`src/dpd_cfg.svh`:
```
`ifndef DPD_CFG_SVH
`define DPD_CFG_SVH
// bus clock rate and strobe length in bus clocks
`define DPD_CLK_MHZ 100
`define DPD_STROBE_BCLKS 2
`define DPD_STROBE_CYCLES ((`DPD_STROBE_BCLKS < 1) ? 1 : `DPD_STROBE_BCLKS)
// clock-chip decode pattern 111 X XX0b over the 7-bit decode field
`define DPD_DEC_MASK 7'h71
`define DPD_DEC_VALUE 7'h70
// status bus codes
`define DPD_W8 2'h0
`define DPD_W16 2'h1
`define DPD_W32 2'h2
`define DPD_WIDLE 2'h3
`define DPD_T_COMPAT 2'h0
`define DPD_T_BURST 2'h3
`define DPD_ST_IDLE 4'hF
// interrupt-8 position in the request vector
`define DPD_IRQ8_BIT 8
`define DPD_CHANNELS 7
`endif

```
`src/dpd_pkg.sv`:
```
package dpd_pkg;
  typedef enum logic [0:0] {DPD_IDLE, DPD_SERVE} dpd_state_type;
endpackage

```
`src/dpd_strobe.sv`:
```
`timescale 1ns/1ns
`include "dpd_cfg.svh"
module dpd_strobe import dpd_pkg::*; (
  input wire logic clk,
  input wire logic reset,
  input wire logic cmd_fall,
  input wire logic [6:0] decode_field,
  output logic clock_chip_addr_strobe
);
  logic first_seen_q;
  logic [1:0] cnt_q;
  logic match;

  assign match = (decode_field & `DPD_DEC_MASK) == `DPD_DEC_VALUE;

  // =====================================================
  // strobe timing
  // held high from reset until the first command strobe
  always_ff @(posedge clk) begin
    if (reset) begin
      first_seen_q <= 1'b0;
    end else if (cmd_fall) begin
      first_seen_q <= 1'b1;
    end
  end

  // a new command restarts the pulse rather than extending it
  always_ff @(posedge clk) begin
    if (reset) begin
      cnt_q <= 2'h0;
    end else if (cmd_fall && match) begin
      cnt_q <= 2'(`DPD_STROBE_CYCLES);
    end else if (cnt_q != 2'h0) begin
      cnt_q <= cnt_q - 2'h1;
    end
  end

  always_ff @(posedge clk) begin
    if (reset) begin
      clock_chip_addr_strobe <= 1'b1;
    end else begin
      clock_chip_addr_strobe <= ~(first_seen_q | cmd_fall)
        | (cmd_fall && match) | (cnt_q > 2'h1);
    end
  end
endmodule

```
`src/dpd_top.sv`:
```
`timescale 1ns/1ns
`include "dpd_cfg.svh"
// Notes on behaviour
// - otherwise select pin is active-low irq8
// - float test pin in reset; pull-up external
// - flag addresses above 16M during DMA
// - drive refresh low for own refresh
// - foreign refresh steers status and ready direction
// - pulse terminate line at terminal count
// - terminate input stops current transfer
// - address enable while DMA drives address
// - two-clock strobe on matching command
// - strobe high from reset to first command
// - upper status bits carry requester width
// - lower status bits carry cycle timing
module dpd_top import dpd_pkg::*; (
  input wire logic clk,
  input wire logic reset,
  input wire logic clock_irq_or_test_select,
  input wire logic above_boundary_or_test_mode_in,
  output logic above_boundary_or_test_mode_out,
  output logic above_boundary_or_test_mode_oe,
  input wire logic [7:0] host_addr_high_bits,
  input wire logic refresh_n_in,
  output logic refresh_n_out,
  output logic refresh_n_oe,
  input wire logic own_refresh,
  input wire logic dma_terminate_line_in,
  output logic dma_terminate_line_out,
  output logic dma_terminate_line_oe,
  input wire logic [6:0] dma_req,
  input wire logic dma_grant,
  input wire logic xfer_done,
  input wire logic [15:0] word_count,
  input wire logic [13:0] chan_width,
  input wire logic [13:0] chan_timing,
  output logic [6:0] dma_ack,
  output logic address_enable_n,
  output logic [3:0] interchip_status_bus_out,
  output logic interchip_status_bus_oe,
  input wire logic dma_ready_line_in,
  output logic dma_ready_line_out,
  output logic dma_ready_line_oe,
  input wire logic cmd_n,
  input wire logic [6:0] decode_field,
  output logic clock_chip_addr_strobe,
  input wire logic [15:0] irq_lines,
  input wire logic [15:0] irq_enable,
  output logic host_interrupt,
  output logic test_mode,
  output logic dma_ready_seen
);
  // =====================================================
  // pin synchronisers
  localparam int SW = 21;
  logic [SW-1:0] pin_raw, sync1_q, sync2_q;
  logic tsel_s, tmod_s, refresh_s, term_s, cmd_s, cmd_prev_q, ready_s;
  logic [15:0] irq_s;

  assign pin_raw = {clock_irq_or_test_select, above_boundary_or_test_mode_in, refresh_n_in,
                    dma_terminate_line_in, cmd_n, irq_lines};

  // no reset here: the test straps must still be seen at reset release
  always_ff @(posedge clk) begin
    sync1_q <= pin_raw;
    sync2_q <= sync1_q;
  end
  assign {tsel_s, tmod_s, refresh_s, term_s, cmd_s, irq_s} = sync2_q;

  // ready line sampled on its own pair, read only as a status copy
  logic ready1_q, ready2_q;
  always_ff @(posedge clk) begin
    ready1_q <= dma_ready_line_in;
    ready2_q <= ready1_q;
  end
  assign ready_s = ready2_q;
  assign dma_ready_seen = ready_s;

  // =====================================================
  // test mode capture at trailing edge of reset
  logic reset_q, test_mode_q;
  always_ff @(posedge clk) begin
    reset_q <= reset;
    if (reset) begin
      test_mode_q <= 1'b0;
    end else if (reset_q) begin
      test_mode_q <= tsel_s & ~tmod_s;
    end
  end
  assign test_mode = test_mode_q;

  // =====================================================
  // dma channel service
  dpd_state_type state_q;
  logic [2:0] chan_q;
  logic [15:0] count_q;
  logic tc_q;
  logic [2:0] pick;
  logic any_req, serving, foreign_refresh;

  // lowest numbered request wins; fixed priority keeps it simple
  always_comb begin
    pick = 3'h0;
    for (int i = `DPD_CHANNELS - 1; i >= 0; i--) begin
      if (dma_req[i]) begin
        pick = 3'(i);
      end
    end
  end
  assign any_req = |dma_req;
  assign serving = (state_q == DPD_SERVE) && !test_mode_q;

  // our own pulses come back through the pin synchronisers two cycles late;
  // masking them keeps them from reading as a slave stop or an isa refresh
  logic [1:0] tc_echo_q, own_rf_echo_q;
  logic slave_stop_s;
  always_ff @(posedge clk) begin
    if (reset) begin
      tc_echo_q <= 2'h0;
      own_rf_echo_q <= 2'h0;
    end else begin
      tc_echo_q <= {tc_echo_q[0], tc_q};
      own_rf_echo_q <= {own_rf_echo_q[0], own_refresh};
    end
  end
  assign slave_stop_s = term_s && !(|tc_echo_q);

  always_ff @(posedge clk) begin
    if (reset) begin
      state_q <= DPD_IDLE;
      chan_q <= 3'h0;
      count_q <= 16'h0000;
    end else begin
      unique case (state_q)
        DPD_IDLE: begin
          if (dma_grant && any_req && !test_mode_q && !slave_stop_s) begin
            state_q <= DPD_SERVE;
            chan_q <= pick;
            count_q <= word_count;
          end
        end
        DPD_SERVE: begin
          if (slave_stop_s || !dma_grant || !dma_req[chan_q]) begin
            state_q <= DPD_IDLE;
          end else if (xfer_done) begin
            if (count_q == 16'h0000) begin
              state_q <= DPD_IDLE;
            end
            count_q <= count_q - 16'h0001;
          end
        end
      endcase
    end
  end

  // terminal count pulse, one cycle, on the last transfer
  always_ff @(posedge clk) begin
    if (reset) begin
      tc_q <= 1'b0;
    end else begin
      tc_q <= serving && !slave_stop_s && dma_grant && dma_req[chan_q] && xfer_done
              && count_q == 16'h0000;
    end
  end
  assign dma_terminate_line_out = 1'b1;
  assign dma_terminate_line_oe = tc_q && !test_mode_q;

  // acknowledge outputs
  always_ff @(posedge clk) begin
    if (reset) begin
      dma_ack <= 7'h00;
    end else begin
      for (int i = 0; i < `DPD_CHANNELS; i++) begin
        dma_ack[i] <= (state_q == DPD_SERVE) && chan_q == 3'(i) && !test_mode_q;
      end
    end
  end

  // address enable and above-16M flag, active low
  assign address_enable_n = ~serving;
  assign above_boundary_or_test_mode_out = ~(serving && host_addr_high_bits != 8'h00);
  assign above_boundary_or_test_mode_oe = !reset && !test_mode_q;

  // =====================================================
  // refresh and status direction
  assign refresh_n_out = 1'b0;
  assign refresh_n_oe = own_refresh && !test_mode_q && !reset;
  // low refresh line while we are not driving it means an isa master refresh
  assign foreign_refresh = !refresh_s && !own_refresh && !(|own_rf_echo_q);

  // status code; burst is demoted for 8-bit requesters
  function automatic logic [3:0] status_code(input logic [1:0] w, input logic [1:0] t);
    logic [1:0] tt;
    tt = (t == `DPD_T_BURST && w == `DPD_W8) ? `DPD_T_COMPAT : t;
    status_code = {w, tt};
  endfunction

  always_ff @(posedge clk) begin
    if (reset) begin
      interchip_status_bus_out <= `DPD_ST_IDLE;
    end else if (state_q == DPD_SERVE) begin
      interchip_status_bus_out <= status_code(chan_width[2*chan_q +: 2], chan_timing[2*chan_q +: 2]);
    end else begin
      interchip_status_bus_out <= `DPD_ST_IDLE;
    end
  end
  assign interchip_status_bus_oe = (serving || own_refresh) && !foreign_refresh && !test_mode_q;
  assign dma_ready_line_out = 1'b1;
  assign dma_ready_line_oe = foreign_refresh && !test_mode_q;

  // =====================================================
  // clock-chip strobe and host interrupt
  always_ff @(posedge clk) begin
    if (reset) begin
      cmd_prev_q <= 1'b1;
    end else begin
      cmd_prev_q <= cmd_s;
    end
  end

  dpd_strobe u_strobe (
    .clk(clk),
    .reset(reset),
    .cmd_fall(cmd_prev_q && !cmd_s),
    .decode_field(decode_field),
    .clock_chip_addr_strobe(clock_chip_addr_strobe)
  );

  logic [15:0] irq_active;
  // irq8 is the select pin itself, active low; bit 8 of irq_lines is not used
  assign irq_active = {irq_s[15:9], ~tsel_s, irq_s[7:0]};
  always_ff @(posedge clk) begin
    if (reset) begin
      host_interrupt <= 1'b0;
    end else begin
      host_interrupt <= |(irq_active & irq_enable) && !test_mode_q;
    end
  end
endmodule

```
`config.mk`:
```
export PLATFORM = sky130hd
export DESIGN_NAME = dpd_top
export DESIGN_NICKNAME = d
export VERILOG_FILES = /design/src/dpd_pkg.sv /design/src/dpd_strobe.sv /design/src/dpd_top.sv
export VERILOG_INCLUDE_DIRS = /design/src
export SDC_FILE = /design/constraint.sdc
export NUM_CORES = 1
export LEC_CHECK = 0
export BUFFER_PORTS_ARGS = -buffer_cell sky130_fd_sc_hd__buf_2
export CAP_MARGIN = 40
export CORE_MARGIN = 5
export CORE_UTILIZATION = 48
export CTS_CLUSTER_SIZE = 12
export DETAILED_ROUTE_END_ITERATION = 16
export GPL_TIMING_DRIVEN = 1
export PLACE_DENSITY_LB_ADDON = 0.3
export SLEW_MARGIN = 30
export SYNTH_ARGS = -nofsm -noshare
export SYNTH_HDL_FRONTEND = slang
export SYNTH_SLANG_ARGS = --single-unit
```
`constraint.sdc`:
```
create_clock -name clk -period 2.2 [get_ports clk]
set_clock_uncertainty 0.15 [all_clocks]
set_input_delay 0.11 -clock clk [delete_from_list [all_inputs] [get_ports clk]]
set_output_delay 0.11 -clock clk [all_outputs]
set_load 0.02 [all_outputs]
```
== After elaboration in Yosys (flattened, before gate mapping) ==
Cells that the tools add are included.
Storage, ports and cells
  bits in registers: 88
  input bits: 109
  output and inout bits: 25
  word-level logic and storage cells: 135
Cells by class
  $add $sub $neg: 2
  $lt $le $gt $ge: 2
  equality and inequality tests: 11
  shift-type cells: 2
  muxes and demuxes: 21
  bitwise operators: 11
  reduce and logical (&&, ||, !) cells: 66
Operators by type and width (count)
  two-way mux 16 bit: 3
  logical AND 1 bit: 38
  one-hot mux 16 bit (2 select lines): 1
  variable part select 14 x 5 -> 2 bit: 2
  two-way mux 3 bit: 7
  bitwise AND 16 bit: 1
  logical NOT 16 bit: 1
  OR reduction 16 bit: 1
  subtractor 16 x 1 -> 16 bit, second input constant: 1
  logical NOT 1 bit: 11
  == test 3 bit, second input constant: 3
  nonzero test 8 bit: 1
  OR reduction 2 bit: 4
  OR reduction 7 bit: 1
  == test 3 x 2 -> 1 bit, second input constant: 2
  two-way mux 2 bit: 3
  != test 2 bit, second input constant: 3
  inverter 1 bit: 6
  two-way mux 1 bit: 5
  == test 4 bit, second input constant: 1
  < comparator 3 x 4 -> 1 bit, second input constant: 1
  nonzero test 2 bit: 2
  binary-select mux 1 bit (select 3 bit): 1
  == test 3 x 1 -> 1 bit, second input constant: 1
  11 further kinds: 15

== Logic depth before layout (Yosys ltp) ==
  word-level depth: 9
  gate-level depth with buffers: 7

== By module ==
Synthesis repeated with hierarchy kept, for this count alone.
Unflattened totals
  cells, all modules: 332
  area, all modules: 3362.0 um2
By module, submodules not included
  dpd_top: times used 1, cells each 319, area an instance 3203.1 um2, sequential area each 1641.6 um2
  dpd_strobe: times used 1, cells each 13, area an instance 158.9 um2, sequential area each 80.1 um2

== Worst setup path after synthesis ==
No wires, ideal clock.
  kind: register -> register
  start: register test_mode_q (netlist: test_mode)
  end: register count_q[10]
  setup time: 69 ps
  arrival time: 1769 ps
  data required time: 1981 ps
  slack: 212 ps
  cell stages (with the launch flop): 8
  path buffers: 2
  path through: dfxtp_1 clkbuf_1 nor3b_2 o211a_4 a31oi_4 or3b_4 buf_6 o21ai_1
Between the ends
  cells in the longest elaborated chain, start to end: 5
Ends and longest elaborated chain
  start, declared: RTL line dpd_top.sv:81  | logic reset_q, test_mode_q;
  start signal, assigned: RTL line dpd_top.sv:87  | test_mode_q <= tsel_s & ~tmod_s;
  logical NOT 1 bit: RTL line dpd_top.sv:136  | if (dma_grant && any_req && !test_mode_q && !slave_stop_s) begin
  logical AND 1 bit (2 in series): RTL line dpd_top.sv:136
  != test 2 bit (no source line)
  AND reduction 3 bit (no source line)
  end signal, assigned: RTL line dpd_top.sv:139  | count_q <= word_count;
  end signal, assigned: RTL line dpd_top.sv:149  | count_q <= count_q - 16'h0001;
  end, declared: RTL line dpd_top.sv:96  | logic [15:0] count_q;
No other way between the ends.
A chain may end at the register's enable or synchronous reset.

== Final worst setup path ==
  start: register chan_q[1]
  end: register count_q[11]
Between the ends
  cells in the longest elaborated chain, start to end: 6
Ends and longest elaborated chain
  start, declared: RTL line dpd_top.sv:95  | logic [2:0] chan_q;
  start signal, assigned: RTL line dpd_top.sv:138  | chan_q <= pick;
  binary-select mux 1 bit (select 3 bit): RTL line dpd_top.sv:143  | if (slave_stop_s || !dma_grant || !dma_req[chan_q]) begin
  two-way mux 1 bit (not written as such): RTL line dpd_top.sv:143
  logical NOT 1 bit: RTL line dpd_top.sv:143
  logical OR 1 bit: RTL line dpd_top.sv:143
  != test 2 bit (no source line)
  AND reduction 3 bit (no source line)
No other way between the ends. The select of a mux whose other input is x is not followed.

==> impl_metrics.toml <==
[finish]
drive_gt1_share_pct = 34.23
syn_to_final_growth_pct = 45.58
fill_cells = 490
mostFrequentLayoutCells = "buf_2, dfxtp_1, dlygate4sd3_1"
regArea_um2 = 1722
layout_commonest_cell = "buf_2"
multi_input_area_um2 = 1450
fin_nets = 628

[yosys]
synth-main-ff-cell = "dfxtp_1"
ys_seq_area_share_pct = 52.26
ys_async_sr_fraction_pct = 0
synth-edff-count = 0
avgSynthCellArea_um2 = 9.983
netlist_instances = 330
synth-seq-cells = 86
yosysUniqueCellTypes = 57
ys_warn_count = 0
syn-cell-area_um2 = 3294

[clocking]
clk_latency_ps = 360
cts_max_level = 3
clockRootBuffer = "clkbuf_8"
cts_sinks = 86
clkSlewWorstSetupHoldPaths_ps = 90
cts_tree = "done"
clockBufferDepth = 2
cts_made_buffers = 9

[setup_path]
crit_buf_inv = 0
cpLargestDelayFamily = "compound AO/OA/AOI/OAI gates"
crit_start = "chan_q[1]$_SDFFE_PP0P_"
crit_arrival_ps = 2240
worstSetupEndpointType = "flip-flop"
cp-start-kind = "flip-flop"
cp_max_fo = 8
worstPathRequired_ps = 2350
cpMaxStageDelayCell = "a311oi_2"
max_stage_delay_ps = 560
reg2reg_from = "chan_q[1]$_SDFFE_PP0P_"
crit_chain = "mux2i_1 > o221ai_2 > a311oi_2 > o21ai_0 > o21ai_2"
crit_type = "reg -> reg"

[floorplanning]
rows = 30
dieArea_um2 = 8620
start_util_pct = 49.03
pin_count = 134
fp.dieH_um = 92.85
die_w_um = 92.85
core_area_um2 = 6719

[global_route]
antenna_found_initial = 1
track_usage_pct = 21.71
met3_usage_pct = 6.499
grt_pass1_vias = 3199
grt_pass1_wl_mm = 14.97
grt.met1_usage_pct = 24.66
grt-ovfl-total = 0
grt_start_max_net_pins = 20
use_met2_pct = 38.27
top_usage_layer = "met2"

[sta]
tightest_slew_ps = 503.9
finalMaxSlewViolations = 0
final.period_utilization_pct = 95.07
setup_viol = 0
rsz0062_at_grt = "no"
slew_headroom_pct = 66.40
tns_ps = 0
finalHoldViolCount = 0
period_needed_ps = 2092
max_freq_ghz = 0.4781

[placement]
gp_routability_congestion = 0.8975
portBuffers = 126
post-dp-hpwl_mm = 5.904

[route]
drtPass1Iterations = 4
routed_wirelength_mm = 9.336
antenna_left = 0
wl_per_cell_um = 15.46
drt_iter0_markers = 178
via_per_inst = 5.293
dr_total_vias = 3197
drc = 0

[pwr]
pwr-share-seq_pct = 49.2
p_total_mw = 3.382
peakVddDrop_v = 0.0006932
clkPwrFrac_pct = 34.8
p_switching_uw = 925.2
power_density_nw_per_um2 = 705.1
netSwitchingFraction_pct = 27.36
power_leakage_nw = 2.095
internal_power_mw = 2.456
comb_power_share_pct = 16.0

[worst_hold_path]
hold_path.class = "in -> reg"
hold_start = "xfer_done"

[outcome]
outcome = "finished clean"

[flow_run]
cap_violations = 0
==> worst register-to-register path, stage by stage (launching register included) <==
cell and delay (ps):
dfxtp_1 530, mux2i_1 270, o221ai_2 220, a311oi_2 560
o21ai_0 220, o21ai_2 90
==> layout make-up <==
type,instances,share of cell area [%]
clock inverters,7,1.800
well taps,80,2.087
multi-input cells,217,30.24
inverters,10,0.7827
diodes,1,0.05218
repair buffers,194,26.56
clock buffers,9,2.583
flip-flops and latches,86,35.90
==> kinds of logic after synthesis <==
group | Yosys count | synth area share [%]
AOI/OAI and AO/OA | 92 | 20.13
adders and majority gates | 1 | 0.3797
buffers and inverters | 28 | 3.912
DFF | 86 | 52.26
muxes | 12 | 5.165
other | 2 | 0.2280
and+or+nand+nor | 109 | 17.93
==> synthesized netlist by cell type, types with 3 or more instances <==
cell,instances,area (um2)
buf_4,4,30.03
nand3_1,5,25.02
o32ai_1,3,26.28
dfxtp_1,86,1722
or3_1,4,25.02
nor2b_1,12,75.07
nand2_1,15,56.30
o21ai_1,4,20.02
a22oi_1,11,82.58
o21ai_0,11,55.05
a21oi_1,26,130.1
nor3b_1,3,22.52
inv_1,10,37.54
nor3_1,10,50.05
mux2i_1,8,80.08
nor2_1,31,116.4
clkbuf_1,10,37.54
nor4_1,6,37.54
nand2b_1,6,37.54
o211ai_1,6,45.04
a31oi_1,4,25.02
mux4_2,4,90.09
a21o_1,4,30.03
o21ai_2,4,35.03
==> path summary, 6_finish.rpt <==
| kind | endpoint | slack (ps) | depth (start not counted) |
|---|---|---|---|
| setup reg to reg | count_q[11]$_SDFFE_PP0P_ | 110 | 5 |
| hold reg to reg | sync2_q[17]$_DFF_P_ | 180 | 0 |
| setup / recovery | count_q[11]$_SDFFE_PP0P_ | 110 | 5 |
| hold / removal | count_q[0]$_SDFFE_PP0P_ | 10 | 4 |
==> registers in the layout (all words and copies together) (netlist names), 2 cells and up <==
register,count
sync2_q,20
interchip_status_bus_out,4
own_rf_echo_q,2
count_q,16
tc_echo_q,2
dma_ack,7
u_strobe.cnt_q,2
sync1_q,20
chan_q,3
==> per-stage QoR <==
| stage | std cells | worst slack, ps | utilization [%] | area (um2) | hold WS [ps] |
|---|---|---|---|---|---|
| floorplan | 331 | 211.9 | - | 3298 | -12.28 |
| global placement | 532 | 135.2 | 60.06 | 4035 | 61.65 |
| detailed placement | 532 | 96.93 | 60.06 | 4035 | 63.93 |
| CTS | 602 | 56.98 | 71.23 | 4786 | 1.046 |
| global route | 604 | 4.729 | 71.38 | 4796 | 35.84 |
| finish | 604 | 108.5 | 71.38 | 4796 | 14.86 |
==> layer usage <==
metal	part of all wire [%]	wire [um]
met2	52	4885
met1	39	3650
met3	7.5	698
met4	1.1	102
met5	0	0
==> power by group through the flow <==
stage	logic (mW)	clock network (mW)	registers (mW)
floorplan	0.266	0	1.70
global placement	0.442	0	1.69
detailed placement	0.449	0	1.70
CTS	0.525	1.18	1.66
global route	0.590	1.27	1.67
finish	0.540	1.18	1.66
==> timing repair <==
action / CTS / global route
gates resized for setup: 0 / 1
endpoints found under the setup margin: 0 / 2
hold buffers: 54 / 0
hold endpoints to repair: 45 / 0
setup buffers: 0 / 2
(Power assumes the default switching activity.)
